## src/design/pmcc_map.svh

```systemverilog
/*
  Register offsets, field positions, reset values and timing counts of the clock control block.
  Assumes byte offsets on 8 address bits and 32-bit register data.
*/
`ifndef PMCC_MAP_SVH
`define PMCC_MAP_SVH
`define PMCC_SCER 8'h00
`define PMCC_SCDR 8'h04
`define PMCC_SCSR 8'h08
`define PMCC_PCER 8'h10
`define PMCC_PCDR 8'h14
`define PMCC_PCSR 8'h18
`define PMCC_MOR 8'h20
`define PMCC_MCFR 8'h24
`define PMCC_PLLAR 8'h28
`define PMCC_PLLBR 8'h2c
`define PMCC_MCKR 8'h30
`define PMCC_SR 8'h68
`define PMCC_DEV_LAST 8'h6c
`define PMCC_CTL_STAT 8'h80
`define PMCC_SC_CPU 0
`define PMCC_SC_USB_DEV 1
`define PMCC_SC_SUSP_GATE 2
`define PMCC_SC_USB_HOST 4
`define PMCC_SCSR_RST 32'h0000_0001
`define PMCC_MOR_EN 0
`define PMCC_MOR_MASK 32'h0000_ff01
`define PMCC_PLL_RST 32'h0000_3f00
`define PMCC_PLL_MASK 32'h07ff_3fff
`define PMCC_PLLB_MASK 32'h17ff_3fff
`define PMCC_PLLB_HALF 28
`define PMCC_MCKR_MASK 32'h0000_031f
`define PMCC_MCKR_RST 32'h0000_0000
`define PMCC_PERIPH_MASK 32'hffff_fffc
`define PMCC_SR_OSC_STABLE 0
`define PMCC_SR_LOCK_A 1
`define PMCC_SR_LOCK_B 2
`define PMCC_SR_MCLK_RDY 3
`define PMCC_MCFR_RDY 16
`define PMCC_OSC_PRESCALE 3'h7
`define PMCC_FREQ_LAST_FALL 4'hf
`define PMCC_MCLK_SWITCH_SLOW 8'h04
`endif

```

## src/design/pmcc_pkg.sv

```systemverilog
/*
  Types shared by the clock control ends.
  Assumes the map header supplies all numeric constants.
*/
package pmcc_pkg;
  typedef enum logic [1:0] {FQ_IDLE, FQ_WAIT_RISE, FQ_COUNT, FQ_DONE} pmcc_freq_st_t;
  typedef enum logic [1:0] {SRC_SLOW, SRC_MAIN, SRC_PLLA, SRC_PLLB} pmcc_src_t;
endpackage : pmcc_pkg

```

## src/design/pmcc_if.sv

```systemverilog
/*
  Register access channel between the APB controller and the clock control device.
  Assumes one request at a time; the device answers with a one-cycle ack.
*/
`timescale 1ns/10ps
interface pmcc_if;
  logic req;
  logic we;
  logic [7:0] addr;
  logic [31:0] wdata;
  logic [31:0] rdata;
  logic ack;
  logic err;
  modport dev (input req, we, addr, wdata, output rdata, ack, err);
  modport ctl (output req, we, addr, wdata, input rdata, ack, err);
endinterface : pmcc_if

```

## src/design/pmcc_countdown.sv

```systemverilog
/*
  Loadable down counter with a done flag, used for startup, lock and switch waits.
  Assumes tick_i is a one-cycle pulse on the reference clock.
*/
`timescale 1ns/10ps
module pmcc_countdown (
  // Clock and reset
  input wire logic ref_clk_i,
  input wire logic arst_n_i,
  // Control
  input wire logic load_i,
  input wire logic stop_i,
  input wire logic [7:0] load_val_i,
  input wire logic tick_i,
  // Status
  output logic done_o
);
  logic [7:0] cnt_q;
  logic busy_q;
  wire at_zero = (cnt_q == 8'h00);

  // A reload restarts the wait and drops done in the same edge
  always_ff @(posedge ref_clk_i or negedge arst_n_i) begin
    if (!arst_n_i) begin
      cnt_q <= 8'h00;
      busy_q <= 1'b0;
      done_o <= 1'b0;
    end else if (stop_i) begin
      busy_q <= 1'b0;
      done_o <= 1'b0;
    end else if (load_i) begin
      cnt_q <= load_val_i;
      busy_q <= 1'b1;
      done_o <= 1'b0;
    end else if (busy_q && at_zero) begin
      busy_q <= 1'b0;
      done_o <= 1'b1;
    end else if (busy_q && tick_i) begin
      cnt_q <= cnt_q - 8'h01;
    end
  end
endmodule : pmcc_countdown

```

## src/design/pmcc_clock_ctrl.sv

```systemverilog
/*
  Clock control device: oscillator startup, frequency meter, PLL lock, master select and clock gates.
  Assumes slow and main clocks arrive as pins, sampled here; main clock must stay below 10 MHz to be counted.
*/
// Added by the designer: the register channel port and the address map.
`timescale 1ns/10ps
`include "pmcc_map.svh"
module pmcc_clock_ctrl (
  // Clock and reset
  input wire logic ref_clk_i,
  input wire logic arst_n_i,
  // Register channel
  pmcc_if.dev bus,
  // Clock pins
  input wire logic slow_clk_pin_i,
  input wire logic main_clk_pin_i,
  // System events
  input wire logic irq_wake_i,
  input wire logic fiq_wake_i,
  input wire logic cpu_instr_done_i,
  input wire logic usb_suspend_i,
  // Oscillator and PLL controls
  output logic osc_enable_o,
  output logic osc_pin_hold_low_o,
  output logic div_a_run_o,
  output logic div_b_run_o,
  output logic pll_a_on_o,
  output logic pll_b_on_o,
  output logic [7:0] div_a_o,
  output logic [7:0] div_b_o,
  output logic [10:0] mul_a_o,
  output logic [10:0] mul_b_o,
  output logic pll_b_half_o,
  // Master clock selection
  output logic [1:0] mclk_src_o,
  output logic [2:0] mclk_prescale_o,
  output logic [1:0] mclk_div_o,
  // Clock gates
  output logic cpu_clk_en_o,
  output logic [31:0] periph_clk_en_o,
  output logic usb_dev_clk_en_o,
  output logic usb_host_clk_en_o,
  output logic usb_dev_mclk_en_o
);
  function automatic logic pll_runs(input logic [31:0] r);
    pll_runs = (r[26:16] != 11'h000) && (r[7:0] != 8'h00);
  endfunction : pll_runs

  logic slow_meta_q, slow_q, slow_d1_q, main_meta_q, main_q, main_d1_q;
  logic [31:0] mor_q, plla_q, pllb_q, mckr_q, pcsr_q, rdata_q;
  logic cpu_en_q, stop_pend_q, usb_dev_q, susp_gate_q, usb_host_q, susp_q, mclk_gate_q, ack_q, err_q;
  logic [2:0] pre8_q;
  logic [15:0] fcnt_q;
  logic [3:0] falls_q;
  logic fq_rdy_q;
  pmcc_pkg::pmcc_freq_st_t fst_q, fst_d;
  logic osc_stable, lock_a, lock_b, mclk_wait_done;

  // Pins are asynchronous to the reference clock
  always_ff @(posedge ref_clk_i or negedge arst_n_i) begin
    if (!arst_n_i) begin
      {slow_meta_q, slow_q, slow_d1_q} <= 3'h0;
      {main_meta_q, main_q, main_d1_q} <= 3'h0;
    end else begin
      {slow_meta_q, slow_q, slow_d1_q} <= {slow_clk_pin_i, slow_meta_q, slow_q};
      {main_meta_q, main_q, main_d1_q} <= {main_clk_pin_i, main_meta_q, main_q};
    end
  end
  wire slow_rise = slow_q & ~slow_d1_q;
  wire slow_fall = ~slow_q & slow_d1_q;
  wire main_rise = main_q & ~main_d1_q;

  wire take = bus.req & ~ack_q;
  wire wr = take & bus.we;
  wire wr_scer = wr && (bus.addr == `PMCC_SCER);
  wire wr_scdr = wr && (bus.addr == `PMCC_SCDR);
  wire wr_pcer = wr && (bus.addr == `PMCC_PCER);
  wire wr_pcdr = wr && (bus.addr == `PMCC_PCDR);
  wire wr_mor = wr && (bus.addr == `PMCC_MOR);
  wire wr_plla = wr && (bus.addr == `PMCC_PLLAR);
  wire wr_pllb = wr && (bus.addr == `PMCC_PLLBR);
  wire wr_mckr = wr && (bus.addr == `PMCC_MCKR);
  wire [31:0] mor_new = bus.wdata & `PMCC_MOR_MASK;
  wire [31:0] plla_new = bus.wdata & `PMCC_PLL_MASK;
  wire [31:0] pllb_new = bus.wdata & `PMCC_PLLB_MASK;
  wire osc_start = wr_mor & mor_new[`PMCC_MOR_EN];
  wire osc_stop = wr_mor & ~mor_new[`PMCC_MOR_EN];
  wire plla_chg = wr_plla && (plla_new != plla_q);
  wire pllb_chg = wr_pllb && (pllb_new != pllb_q);
  wire [31:0] sc_set = wr_scer ? bus.wdata : 32'h0000_0000;
  wire [31:0] sc_clr = wr_scdr ? bus.wdata : 32'h0000_0000;
  wire susp_rise = usb_suspend_i & ~susp_q;

  always_ff @(posedge ref_clk_i or negedge arst_n_i) begin
    if (!arst_n_i) begin
      mor_q <= 32'h0000_0000;
      plla_q <= `PMCC_PLL_RST;
      pllb_q <= `PMCC_PLL_RST;
      mckr_q <= `PMCC_MCKR_RST;
      pcsr_q <= 32'h0000_0000;
    end else begin
      if (wr_mor) mor_q <= mor_new;
      if (wr_plla) plla_q <= plla_new;
      if (wr_pllb) pllb_q <= pllb_new;
      if (wr_mckr) mckr_q <= bus.wdata & `PMCC_MCKR_MASK;
      pcsr_q <= ((pcsr_q & ~(wr_pcdr ? bus.wdata : 32'h0)) | (wr_pcer ? bus.wdata : 32'h0)) & `PMCC_PERIPH_MASK;
    end
  end

  // Oscillator startup counts on slow clock divided by eight
  always_ff @(posedge ref_clk_i or negedge arst_n_i) begin
    if (!arst_n_i) pre8_q <= 3'h0;
    else if (osc_start) pre8_q <= 3'h0;
    else if (slow_rise) pre8_q <= pre8_q + 3'h1;
  end
  wire osc_tick = slow_rise && (pre8_q == `PMCC_OSC_PRESCALE);

  pmcc_countdown u_osc (.ref_clk_i(ref_clk_i), .arst_n_i(arst_n_i), .load_i(osc_start), .stop_i(osc_stop),
    .load_val_i(mor_new[15:8]), .tick_i(osc_tick), .done_o(osc_stable));
  pmcc_countdown u_lock_a (.ref_clk_i(ref_clk_i), .arst_n_i(arst_n_i),
    .load_i(plla_chg & pll_runs(plla_new)), .stop_i(plla_chg & ~pll_runs(plla_new)),
    .load_val_i({2'b00, plla_new[13:8]}), .tick_i(slow_rise), .done_o(lock_a));
  pmcc_countdown u_lock_b (.ref_clk_i(ref_clk_i), .arst_n_i(arst_n_i),
    .load_i(pllb_chg & pll_runs(pllb_new)), .stop_i(pllb_chg & ~pll_runs(pllb_new)),
    .load_val_i({2'b00, pllb_new[13:8]}), .tick_i(slow_rise), .done_o(lock_b));
  pmcc_countdown u_mclk (.ref_clk_i(ref_clk_i), .arst_n_i(arst_n_i), .load_i(wr_mckr), .stop_i(1'b0),
    .load_val_i(`PMCC_MCLK_SWITCH_SLOW), .tick_i(slow_rise), .done_o(mclk_wait_done));

  // A PLL source is only established once that PLL has locked
  wire src_ok = (mckr_q[1:0] == pmcc_pkg::SRC_SLOW) ? 1'b1 :
                (mckr_q[1:0] == pmcc_pkg::SRC_MAIN) ? osc_stable :
                (mckr_q[1:0] == pmcc_pkg::SRC_PLLA) ? lock_a : lock_b;
  wire mclk_rdy = mclk_wait_done & src_ok;

  always_comb begin
    fst_d = fst_q;
    case (fst_q)
      pmcc_pkg::FQ_IDLE: if (osc_stable) fst_d = pmcc_pkg::FQ_WAIT_RISE;
      pmcc_pkg::FQ_WAIT_RISE: if (slow_rise) fst_d = pmcc_pkg::FQ_COUNT;
      pmcc_pkg::FQ_COUNT: if (slow_fall && falls_q == `PMCC_FREQ_LAST_FALL) fst_d = pmcc_pkg::FQ_DONE;
      pmcc_pkg::FQ_DONE: fst_d = pmcc_pkg::FQ_DONE;
      default: fst_d = pmcc_pkg::FQ_IDLE;
    endcase
    if (!osc_stable) fst_d = pmcc_pkg::FQ_IDLE;
  end

  always_ff @(posedge ref_clk_i or negedge arst_n_i) begin
    if (!arst_n_i) begin
      fst_q <= pmcc_pkg::FQ_IDLE;
      fcnt_q <= 16'h0000;
      falls_q <= 4'h0;
      fq_rdy_q <= 1'b0;
    end else begin
      fst_q <= fst_d;
      fq_rdy_q <= (fst_d == pmcc_pkg::FQ_DONE);
      if (fst_q == pmcc_pkg::FQ_WAIT_RISE) begin
        fcnt_q <= 16'h0000;
        falls_q <= 4'h0;
      end else if (fst_q == pmcc_pkg::FQ_COUNT) begin
        if (main_rise) fcnt_q <= fcnt_q + 16'h0001;
        if (slow_fall) falls_q <= falls_q + 4'h1;
      end
    end
  end

  // Wake beats a pending stop; the stop waits for the instruction to end
  always_ff @(posedge ref_clk_i or negedge arst_n_i) begin
    if (!arst_n_i) begin
      cpu_en_q <= 1'b1;
      stop_pend_q <= 1'b0;
    end else if (irq_wake_i | fiq_wake_i | sc_set[`PMCC_SC_CPU]) begin
      cpu_en_q <= 1'b1;
      stop_pend_q <= 1'b0;
    end else if ((stop_pend_q | sc_clr[`PMCC_SC_CPU]) & cpu_instr_done_i) begin
      cpu_en_q <= 1'b0;
      stop_pend_q <= 1'b0;
    end else if (sc_clr[`PMCC_SC_CPU]) begin
      stop_pend_q <= 1'b1;
    end
  end

  // Software enable wins over a suspend arriving in the same cycle
  always_ff @(posedge ref_clk_i or negedge arst_n_i) begin
    if (!arst_n_i) begin
      {usb_dev_q, susp_gate_q, usb_host_q, susp_q, mclk_gate_q} <= 5'h00;
    end else begin
      susp_q <= usb_suspend_i;
      usb_dev_q <= sc_set[`PMCC_SC_USB_DEV] | (usb_dev_q & ~sc_clr[`PMCC_SC_USB_DEV] & ~susp_rise);
      susp_gate_q <= sc_set[`PMCC_SC_SUSP_GATE] | (susp_gate_q & ~sc_clr[`PMCC_SC_SUSP_GATE]);
      usb_host_q <= sc_set[`PMCC_SC_USB_HOST] | (usb_host_q & ~sc_clr[`PMCC_SC_USB_HOST]);
      mclk_gate_q <= susp_gate_q & usb_suspend_i;
    end
  end

  wire [31:0] scsr = {27'h0, usb_host_q, 1'b0, susp_gate_q, usb_dev_q, cpu_en_q};
  wire [31:0] mcfr = {15'h0, fq_rdy_q, fcnt_q};
  wire [31:0] sr = {28'h0, mclk_rdy, lock_b, lock_a, osc_stable};
  wire known = (bus.addr == `PMCC_SCER) | (bus.addr == `PMCC_SCDR) | (bus.addr == `PMCC_SCSR) |
               (bus.addr == `PMCC_PCER) | (bus.addr == `PMCC_PCDR) | (bus.addr == `PMCC_PCSR) |
               (bus.addr == `PMCC_MOR) | (bus.addr == `PMCC_MCFR) | (bus.addr == `PMCC_PLLAR) |
               (bus.addr == `PMCC_PLLBR) | (bus.addr == `PMCC_MCKR) | (bus.addr == `PMCC_SR);
  wire [31:0] rd_val = (bus.addr == `PMCC_SCSR) ? scsr :
                       (bus.addr == `PMCC_PCSR) ? pcsr_q :
                       (bus.addr == `PMCC_MOR) ? mor_q :
                       (bus.addr == `PMCC_MCFR) ? mcfr :
                       (bus.addr == `PMCC_PLLAR) ? plla_q :
                       (bus.addr == `PMCC_PLLBR) ? pllb_q :
                       (bus.addr == `PMCC_MCKR) ? mckr_q :
                       (bus.addr == `PMCC_SR) ? sr : 32'h0000_0000;

  always_ff @(posedge ref_clk_i or negedge arst_n_i) begin
    if (!arst_n_i) begin
      ack_q <= 1'b0;
      err_q <= 1'b0;
      rdata_q <= 32'h0000_0000;
    end else begin
      ack_q <= take;
      err_q <= take & ~known;
      if (take) rdata_q <= bus.we ? 32'h0000_0000 : rd_val;
    end
  end

  assign bus.ack = ack_q;
  assign bus.err = err_q;
  assign bus.rdata = rdata_q;
  assign osc_enable_o = mor_q[`PMCC_MOR_EN];
  assign osc_pin_hold_low_o = ~mor_q[`PMCC_MOR_EN];
  assign div_a_o = plla_q[7:0];
  assign div_b_o = pllb_q[7:0];
  assign mul_a_o = plla_q[26:16];
  assign mul_b_o = pllb_q[26:16];
  assign div_a_run_o = (plla_q[7:0] != 8'h00);
  assign div_b_run_o = (pllb_q[7:0] != 8'h00);
  assign pll_a_on_o = pll_runs(plla_q);
  assign pll_b_on_o = pll_runs(pllb_q);
  assign pll_b_half_o = pllb_q[`PMCC_PLLB_HALF];
  assign mclk_src_o = mckr_q[1:0];
  assign mclk_prescale_o = mckr_q[4:2];
  assign mclk_div_o = mckr_q[9:8];
  assign cpu_clk_en_o = cpu_en_q;
  assign periph_clk_en_o = pcsr_q;
  assign usb_dev_clk_en_o = usb_dev_q;
  assign usb_host_clk_en_o = usb_host_q;
  assign usb_dev_mclk_en_o = ~mclk_gate_q;
endmodule : pmcc_clock_ctrl

```

## src/flat_wrapper.sv

```systemverilog
// flat-port wrapper written by rule: the top's interface ports become plain ports
module pmcc_clock_ctrl_flat 
  (ref_clk_i, arst_n_i, slow_clk_pin_i, main_clk_pin_i, irq_wake_i, fiq_wake_i, cpu_instr_done_i, usb_suspend_i, osc_enable_o, osc_pin_hold_low_o, div_a_run_o, div_b_run_o, pll_a_on_o, pll_b_on_o, div_a_o, div_b_o, mul_a_o, mul_b_o, pll_b_half_o, mclk_src_o, mclk_prescale_o, mclk_div_o, cpu_clk_en_o, periph_clk_en_o, usb_dev_clk_en_o, usb_host_clk_en_o, usb_dev_mclk_en_o, bus_req, bus_we, bus_addr, bus_wdata, bus_rdata, bus_ack, bus_err);
  pmcc_if bus_i ();
  input wire logic ref_clk_i;
  input wire logic arst_n_i;
  input wire logic slow_clk_pin_i;
  input wire logic main_clk_pin_i;
  input wire logic irq_wake_i;
  input wire logic fiq_wake_i;
  input wire logic cpu_instr_done_i;
  input wire logic usb_suspend_i;
  output logic osc_enable_o;
  output logic osc_pin_hold_low_o;
  output logic div_a_run_o;
  output logic div_b_run_o;
  output logic pll_a_on_o;
  output logic pll_b_on_o;
  output logic [7:0] div_a_o;
  output logic [7:0] div_b_o;
  output logic [10:0] mul_a_o;
  output logic [10:0] mul_b_o;
  output logic pll_b_half_o;
  output logic [1:0] mclk_src_o;
  output logic [2:0] mclk_prescale_o;
  output logic [1:0] mclk_div_o;
  output logic cpu_clk_en_o;
  output logic [31:0] periph_clk_en_o;
  output logic usb_dev_clk_en_o;
  output logic usb_host_clk_en_o;
  output logic usb_dev_mclk_en_o;
  input wire logic [$bits(bus_i.req)-1:0] bus_req;
  input wire logic [$bits(bus_i.we)-1:0] bus_we;
  input wire logic [$bits(bus_i.addr)-1:0] bus_addr;
  input wire logic [$bits(bus_i.wdata)-1:0] bus_wdata;
  output wire logic [$bits(bus_i.rdata)-1:0] bus_rdata;
  output wire logic [$bits(bus_i.ack)-1:0] bus_ack;
  output wire logic [$bits(bus_i.err)-1:0] bus_err;
  assign bus_i.req = bus_req;
  assign bus_i.we = bus_we;
  assign bus_i.addr = bus_addr;
  assign bus_i.wdata = bus_wdata;
  assign bus_rdata = bus_i.rdata;
  assign bus_ack = bus_i.ack;
  assign bus_err = bus_i.err;
  pmcc_clock_ctrl u_core (.ref_clk_i(ref_clk_i), .arst_n_i(arst_n_i), .bus(bus_i), .slow_clk_pin_i(slow_clk_pin_i), .main_clk_pin_i(main_clk_pin_i), .irq_wake_i(irq_wake_i), .fiq_wake_i(fiq_wake_i), .cpu_instr_done_i(cpu_instr_done_i), .usb_suspend_i(usb_suspend_i), .osc_enable_o(osc_enable_o), .osc_pin_hold_low_o(osc_pin_hold_low_o), .div_a_run_o(div_a_run_o), .div_b_run_o(div_b_run_o), .pll_a_on_o(pll_a_on_o), .pll_b_on_o(pll_b_on_o), .div_a_o(div_a_o), .div_b_o(div_b_o), .mul_a_o(mul_a_o), .mul_b_o(mul_b_o), .pll_b_half_o(pll_b_half_o), .mclk_src_o(mclk_src_o), .mclk_prescale_o(mclk_prescale_o), .mclk_div_o(mclk_div_o), .cpu_clk_en_o(cpu_clk_en_o), .periph_clk_en_o(periph_clk_en_o), .usb_dev_clk_en_o(usb_dev_clk_en_o), .usb_host_clk_en_o(usb_host_clk_en_o), .usb_dev_mclk_en_o(usb_dev_mclk_en_o));
endmodule
```

## config.mk

```make
export PLATFORM = sky130hd
export DESIGN_NAME = pmcc_clock_ctrl_flat
export DESIGN_NICKNAME = d
export VERILOG_FILES = /design/src/design/pmcc_pkg.sv /design/src/design/pmcc_if.sv /design/src/design/pmcc_countdown.sv /design/src/design/pmcc_clock_ctrl.sv /design/src/flat_wrapper.sv
export VERILOG_INCLUDE_DIRS = /design/src /design/src/design
export SDC_FILE = /design/constraint.sdc
export NUM_CORES = 1
export LEC_CHECK = 0
export BUFFER_PORTS_ARGS = -buffer_cell sky130_fd_sc_hd__buf_4
export CAP_MARGIN = 20
export CORE_ASPECT_RATIO = 2
export CORE_MARGIN = 2
export CORE_UTILIZATION = 55
export DETAILED_ROUTE_END_ITERATION = 6
export GPL_TIMING_DRIVEN = 0
export MAX_ROUTING_LAYER = met4
export PLACE_DENSITY = 0.83
export SLEW_MARGIN = 25
export SYNTH_ARGS = -nofsm -noshare
export SYNTH_HDL_FRONTEND = slang
export SYNTH_SLANG_ARGS = --single-unit
```

## constraint.sdc

```tcl
create_clock -name ref_clk_i -period 2.85 [get_ports ref_clk_i]
set_clock_uncertainty 0.2 [all_clocks]
set_input_delay 0.57 -clock ref_clk_i [delete_from_list [all_inputs] [get_ports ref_clk_i]]
set_output_delay 0.57 -clock ref_clk_i [all_outputs]
set_load 0.03 [all_outputs]
```

==> results of run 1 <==
[timing repair]
item	in CTS	in global routing
endpoints found under the setup margin	1	47
hold buffers	4	0
hold endpoints to repair	37	0
resized for setup	2	8
[layout by cell type (no fill, tap or decap), drive strengths merged, types with 10 or more instances in the layout]
cell type / count
a31oi: 11
or3: 15
nand4: 10
dfrtp: 197
nor4: 26
nand3: 21
o21ai: 58
ha: 13
xor2: 44
buf: 213
a22o: 41
xnor2: 33
a21oi: 27
dfstp: 13
mux2: 62
clkbuf: 72
inv: 27
nand2b: 14
nor2: 73
a22oi: 40
nor3: 19
nand2: 116
[sequential cells by signal, summed over array words and instances (netlist names), 2 cells and up]
register / flops
u_core.pre8_q: 3
u_core.u_osc.cnt_q: 8
u_core.u_lock_a.cnt_q: 8
u_core.fst_q: 2
u_core.pllb_q: 26
u_core.u_mclk.cnt_q: 8
u_core.periph_clk_en_o: 30
u_core.bus.rdata: 32
u_core.fcnt_q: 16
u_core.plla_q: 25
u_core.falls_q: 4
u_core.u_lock_b.cnt_q: 8
u_core.mckr_q: 7
u_core.mor_q: 9
[cell type report]
cell class,instances,area (sq um)
Fill cell,1603,6580
Sequential cell,210,5270
Multi-Input combinational cell,732,5000
Timing Repair Buffer,150,1180
Buffer,111,612
Clock buffer,28,592
Tap cell,262,328
Inverter,27,101
Clock inverter,6,62.6
[worst max path at each step]
stage / from / endpoint / slack [ns] / depth (start not counted)
6_report: u_core.plla_q[26] / pll_a_on_o / 0.04 / 4
5_1_grt: u_core.plla_q[19] / u_core.u_lock_a.cnt_q[6] / 0.003 / 7
4_1_cts: u_core.bus.ack / u_core.periph_clk_en_o[30] / 0.02 / 7
3_5_place_dp: bus_addr[5] / u_core.periph_clk_en_o[30] / -0.49 / 7
3_3_place_gp: bus_addr[5] / u_core.periph_clk_en_o[30] / -0.53 / 7
2_1_floorplan: bus_addr[4] / u_core.pllb_q[17] / 0.29 / 7
[power breakdown]
| group | switching [mW] | internal, mW |
|---|---|---|
| sequential | 0.248 | 3.23 |
| clock | 1.16 | 1.54 |
| combinational | 0.778 | 0.487 |
| total | 2.19 | 5.26 |
[metal layers]
metal | up-vias | track usage [%] | routed length, microns
met3 | 191 | 4.73 | 1670
met1 | 4588 | 31.7 | 11300
met2 | 396 | 60.3 | 18300
met4 | 0 | 26.9 | 3460
met5 | - | - | 0
li1 | 4174 | - | -
[logic make-up after synthesis]
family	after synthesis	synth area share (%)
simple gates	341	15.7
compound gates	236	15.4
flops	210	48.2
buf+inv	139	6.54
xor+xnor	77	6.17
mux	63	6.48
fa+ha+maj	13	1.49
other cells	1	0.0343
[through the flow]
| step | hold WS (ns) | area (sq um) | util (%) |
|---|---|---|---|
| final | 0.0431 | 13100 | 66.6 |
| after detailed placement | 0.137 | 12400 | 62.9 |
| after floorplan | 0.0744 | 10900 | - |
| after global placement | 0.134 | 12300 | 62.6 |
| after CTS | 0.0253 | 13100 | 66.5 |
| after global routing | 0.0374 | 13100 | 66.6 |
[Yosys cell counts, types with 6 or more instances]
| library cell | n |
|---|---|
| xnor2_1 | 33 |
| mux2_2 | 62 |
| a31oi_1 | 11 |
| nor4_1 | 24 |
| nand3_1 | 21 |
| a22o_1 | 41 |
| dfstp_2 | 13 |
| o311ai_0 | 6 |
| or4_1 | 8 |
| nand2_1 | 115 |
| inv_1 | 27 |
| o21a_1 | 6 |
| nor2_1 | 71 |
| or3_1 | 15 |
| clkbuf_1 | 45 |
| ha_1 | 13 |
| buf_4 | 42 |
| a21oi_1 | 26 |
| o21ai_0 | 56 |
| xor2_1 | 44 |
| nand2b_1 | 14 |
| a22oi_1 | 40 |
| buf_2 | 23 |
| nor3_1 | 18 |
| dfrtp_1 | 197 |
| nand4_1 | 10 |
| and2_1 | 9 |
==> metrics.yaml, run 1 <==
grt_pass1_vias: 9609
worst_pin_slew_ns: 0.934
p_leak_nw: 6.03
worstPathBufferInverterCount: 1
r2r_end: "u_core.u_lock_a.cnt_q[6]"
grt_max_degree: 96
antenna_found_initial: 0
hold_viol: 0
diodes: 0
portBuffers: 144
start_util_pct: 55.4
ys_types: 73
crit_family: "simple AND/OR/NAND/NOR gates"
cp_max_fo: 5
wire_per_inst_microns: 22.7
die_h_microns: 203
clkTransAtPathRegs_ns: 0.07
syn_area_per_cell_sq_um: 10.1
syn_to_final_growth_pct: 20.2
min_to: "u_core.stop_pend_q"
cts_tree: "yes"
finalMaxSlewViolations: 0
reg2reg_depth: 7
finalPower_mw: 7.45
setup_viol: 0
cpPeakStageDelay_ns: 0.48
ioPinCount: 172
fin_setup_tns_ns: 0
postCtsSetupBuffers: 0
layout_setup_ws_ns: 0.0382
powerDensity_nw_per_um2: 566
hold_path.class: "input pin to flop"
drtPass1Iterations: 6
grt_overflow_total: 0
cp_slowest_cell: "dfrtp_1"
cts.sinks: 210
stdcell_count: 1526
period_minus_slack_ns: 2.81
max_freq_mhz: 356
core-area_sq_um: 19700
synthArstFlopShare_pct: 100
drtIter0Drc: 576
rrSetupSlack_ns: 0.07
cts_buffer_depth: 3
die_w_microns: 104
dieArea_sq_um: 21100
rows: 73
synthFlopType: "dfrtp_1"
crit_type: "flop to output port"
arrival_ns: 2.04
synth-edff-count: 0
syn_area_sq_um: 10900
nNetsFinal: 1315
synthCells: 1080
synthTopCellsByArea: "dfrtp_1 (45%), mux2_2 (6.4%), nand2_1 (3.9%)"
dp_hpwl_mm: 26.4
cp-start-kind: "flop"
status: "finished, final reports clean"
num_vias: 9349
cp.required_ns: 2.08
layout-drive-gt1-share_pct: 26.9
grt_usage_pct: 33.6
vdd_drop_max_uv: 526
grt_pass1_wl_mm: 53.1
slew_headroom_pct: 37.3
dpl.cell_count: 1489
drv_cap: 0
dp_slack_ns: -0.489
yosysTopAreaCell: "dfrtp_1"
cts_root_buf: "clkbuf_16"
drt_wl_total_mm: 34.7
synth_top_area_share_pct: 45.1
gp_congestion: 1.02
yosys_warnings: 0
hold_path_depth: 2
synth-seq-area-share_pct: 48.2
synth_seq_cells: 210
worstSkewPairLatency_ns: 0.50
final_antenna_net_count: 0
cts-htree-levels: 1
cp_cell_sequence: "nor4_4 > nand2_1 > o41a_1 > buf_4"
cts_buffers: 20
endpoint_kind: "output port"
r2r-start: "u_core.plla_q[19]"
drc: 0
hp-start: "cpu_instr_done_i"
rsz0062_at_grt: "no"
drt-vias-per-instance: 6.13
period_share_pct: 98.7
Note: power is estimated with default switching activity, not from simulation.
==> inputs of run 2 (changes only) <==
- PLACE_DENSITY: 0.83 -> 0.87
==> run 2 against run 1 <==
Clock power increased by 5%; die area is the same; clock-buffer cell count increased by 2; flip-flop and latch count unchanged; non-clock buffer count is the same; power is 1.8% higher; hold slack hardly changed; largest power group unchanged.
==> metrics.yaml, run 2 (synthesis results as in run 1) <==
drt_wl_total_mm: 35.1  # +1.2%
status: "finished, final reports clean"
drt-vias-per-instance: 6.17  # +0.73%
worstSkewPairLatency_ns: 0.50  # about the same
cts_buffers: 20  # unchanged
crit_type: "flop to flop"
final_cell_mix: "dfrtp_1 (197), buf_4 (185), nand2_1 (115)"
die_h_microns: 203  # unchanged
hold_path.class: "input pin to flop"
cts_root_buf: "clkbuf_16"
min_to: "u_core.stop_pend_q"
core-area_sq_um: 19700  # unchanged
hold_path_depth: 2  # unchanged
cp.required_ns: 3.01  # +0.93 ns
cp_slowest_cell: "dfrtp_1"
setup_viol: 0  # unchanged
grt_pass1_wl_mm: 53.3  # +0.32%
ioPinCount: 172  # unchanged
cts.sinks: 210  # unchanged
endpoint_kind: "flop"
stdcell_count: 1528  # +0.13%
finalMaxSlewViolations: 0  # unchanged
antenna_found_initial: 0  # unchanged
start_util_pct: 55.4  # unchanged
cp_max_fo: 10  # +5
syn_to_final_growth_pct: 20.6
worst_pin_slew_ns: 1.01  # +0.0799 ns
r2r_end: "u_core.u_lock_a.cnt_q[6]"
drtPass1Iterations: 5  # -1
cpPeakStageDelay_ns: 0.44  # -0.04 ns
period_minus_slack_ns: 2.81  # -0.00615 ns
layout-drive-gt1-share_pct: 26.7  # -0.20 points
portBuffers: 144  # unchanged
grt_usage_pct: 33.7  # +0.10 points
rows: 73  # unchanged
r2r-start: "u_core.plla_q[19]"
die_w_microns: 104  # unchanged
p_leak_nw: 6.07  # +0.52%
vdd_drop_max_uv: 522  # -0.68%
nNetsFinal: 1315  # unchanged
grt_overflow_total: 0  # unchanged
dp_hpwl_mm: 26.3  # -0.26%
powerDensity_nw_per_um2: 575  # +1.5%
dpl.cell_count: 1489  # unchanged
final_util_pct: 66.8  # +0.20 points
postCtsSetupBuffers: 0  # unchanged
period_share_pct: 98.4  # -0.22 points
reg2reg_depth: 7  # unchanged
arrival_ns: 2.97  # +0.93 ns
finalPower_mw: 7.58  # +1.8%
hp-start: "cpu_instr_done_i"
drc: 0  # unchanged
clkTransAtPathRegs_ns: 0.06  # about the same
grt_pass1_vias: 9675  # +0.69%
final_common_cell: "dfrtp_1"
cts-htree-levels: 1  # unchanged
hold_viol: 0  # unchanged
cp-start-kind: "flop"
drv_cap: 0  # unchanged
slew_headroom_pct: 31.8  # -5.5 points
largest_reg_flops: 32  # unchanged
gp_congestion: 1.04  # +1.3%
fin_setup_tns_ns: 0  # unchanged
diodes: 0  # unchanged
cts_tree: "yes"
wire_per_inst_microns: 23.0  # +1.0%
max_freq_mhz: 356  # +0.22%
cp_cell_sequence: "xnor2_1 > nand4_1 > nor4_4 > a21oi_2 > buf_2 > o311ai_0 > o41ai_1"
drtIter0Drc: 557  # -3.3%
num_vias: 9430  # +0.87%
rrSetupSlack_ns: 0.04  # -0.03 ns
grt_max_degree: 97  # +1.0%
final_antenna_net_count: 0  # unchanged
dieArea_sq_um: 21100  # unchanged
cts_buffer_depth: 3  # unchanged
## run 2: worst max-delay path, delay by kind of cell (launching register included)
kind | cells | cell delay, ns
buffers and inverters | 1 | 0.23
XOR/XNOR | 1 | 0.38
AND/OR/NAND/NOR | 2 | 0.75
AO/OA/AOI/OAI | 3 | 0.68
flip-flops | 1 | 0.44
## run 2: how the worst max path moves through the flow
stage,from,endpoint,slack [ns],depth (start not counted)
floorplan,bus_addr[4],u_core.pllb_q[17],0.29,7
global placement,arst_n_i,u_core.bus.rdata[19],-0.43,1
detailed placement,bus_addr[4],u_core.pllb_q[23],-0.37,8
CTS,u_core.plla_q[26],pll_a_on_o,0.01,4
global route,u_core.plla_q[19],u_core.u_lock_a.cnt_q[6],-0.01,7
finish,u_core.plla_q[19],u_core.u_lock_a.cnt_q[6],0.04,7
## run 2: where the power goes
group / internal [mW] / switching (mW) / total [mW]
Clock: 1.69 / 1.16 / 2.85
Sequential: 3.23 / 0.243 / 3.47
Combinational: 0.488 / 0.777 / 1.27
Total: 5.40 / 2.18 / 7.58
## run 2: area by class of cell
type                            count  area, sq um
Fill cell                        1572         6540
Sequential cell                   210         5270
Multi-Input combinational cell    732         4990
Timing Repair Buffer              150         1180
Clock buffer                       30          619
Buffer                            111          611
Tap cell                          262          328
Inverter                           27          101
Clock inverter                      6         83.8
## run 2: timing repair
| item | in CTS | in global routing |
|---|---|---|
| resized for setup | 1 | 4 |
| setup endpoints to repair | 1 | 9 |
| hold buffers | 4 | 0 |
| endpoints found under the hold margin | 37 | 0 |
## run 2: per-stage QoR
stage               cell area, sq um  setup slack (ns)  hold slack, ns
global placement               12300            -0.427           0.135
global route                   13200           -0.0149          0.0376
floorplan                      10900             0.287          0.0744
detailed placement             12400            -0.372           0.146
CTS                            13200            0.0102          0.0382
finish                         13200            0.0444          0.0434
## run 2: metal layers
metal | vias to the layer above | global-route usage (%) | wire length, microns
met5 | - | - | 0
met4 | 0 | 25.4 | 3090
met3 | 175 | 3.96 | 1670
met2 | 431 | 61.1 | 18800
met1 | 4647 | 32.4 | 11500
li1 | 4177 | - | -
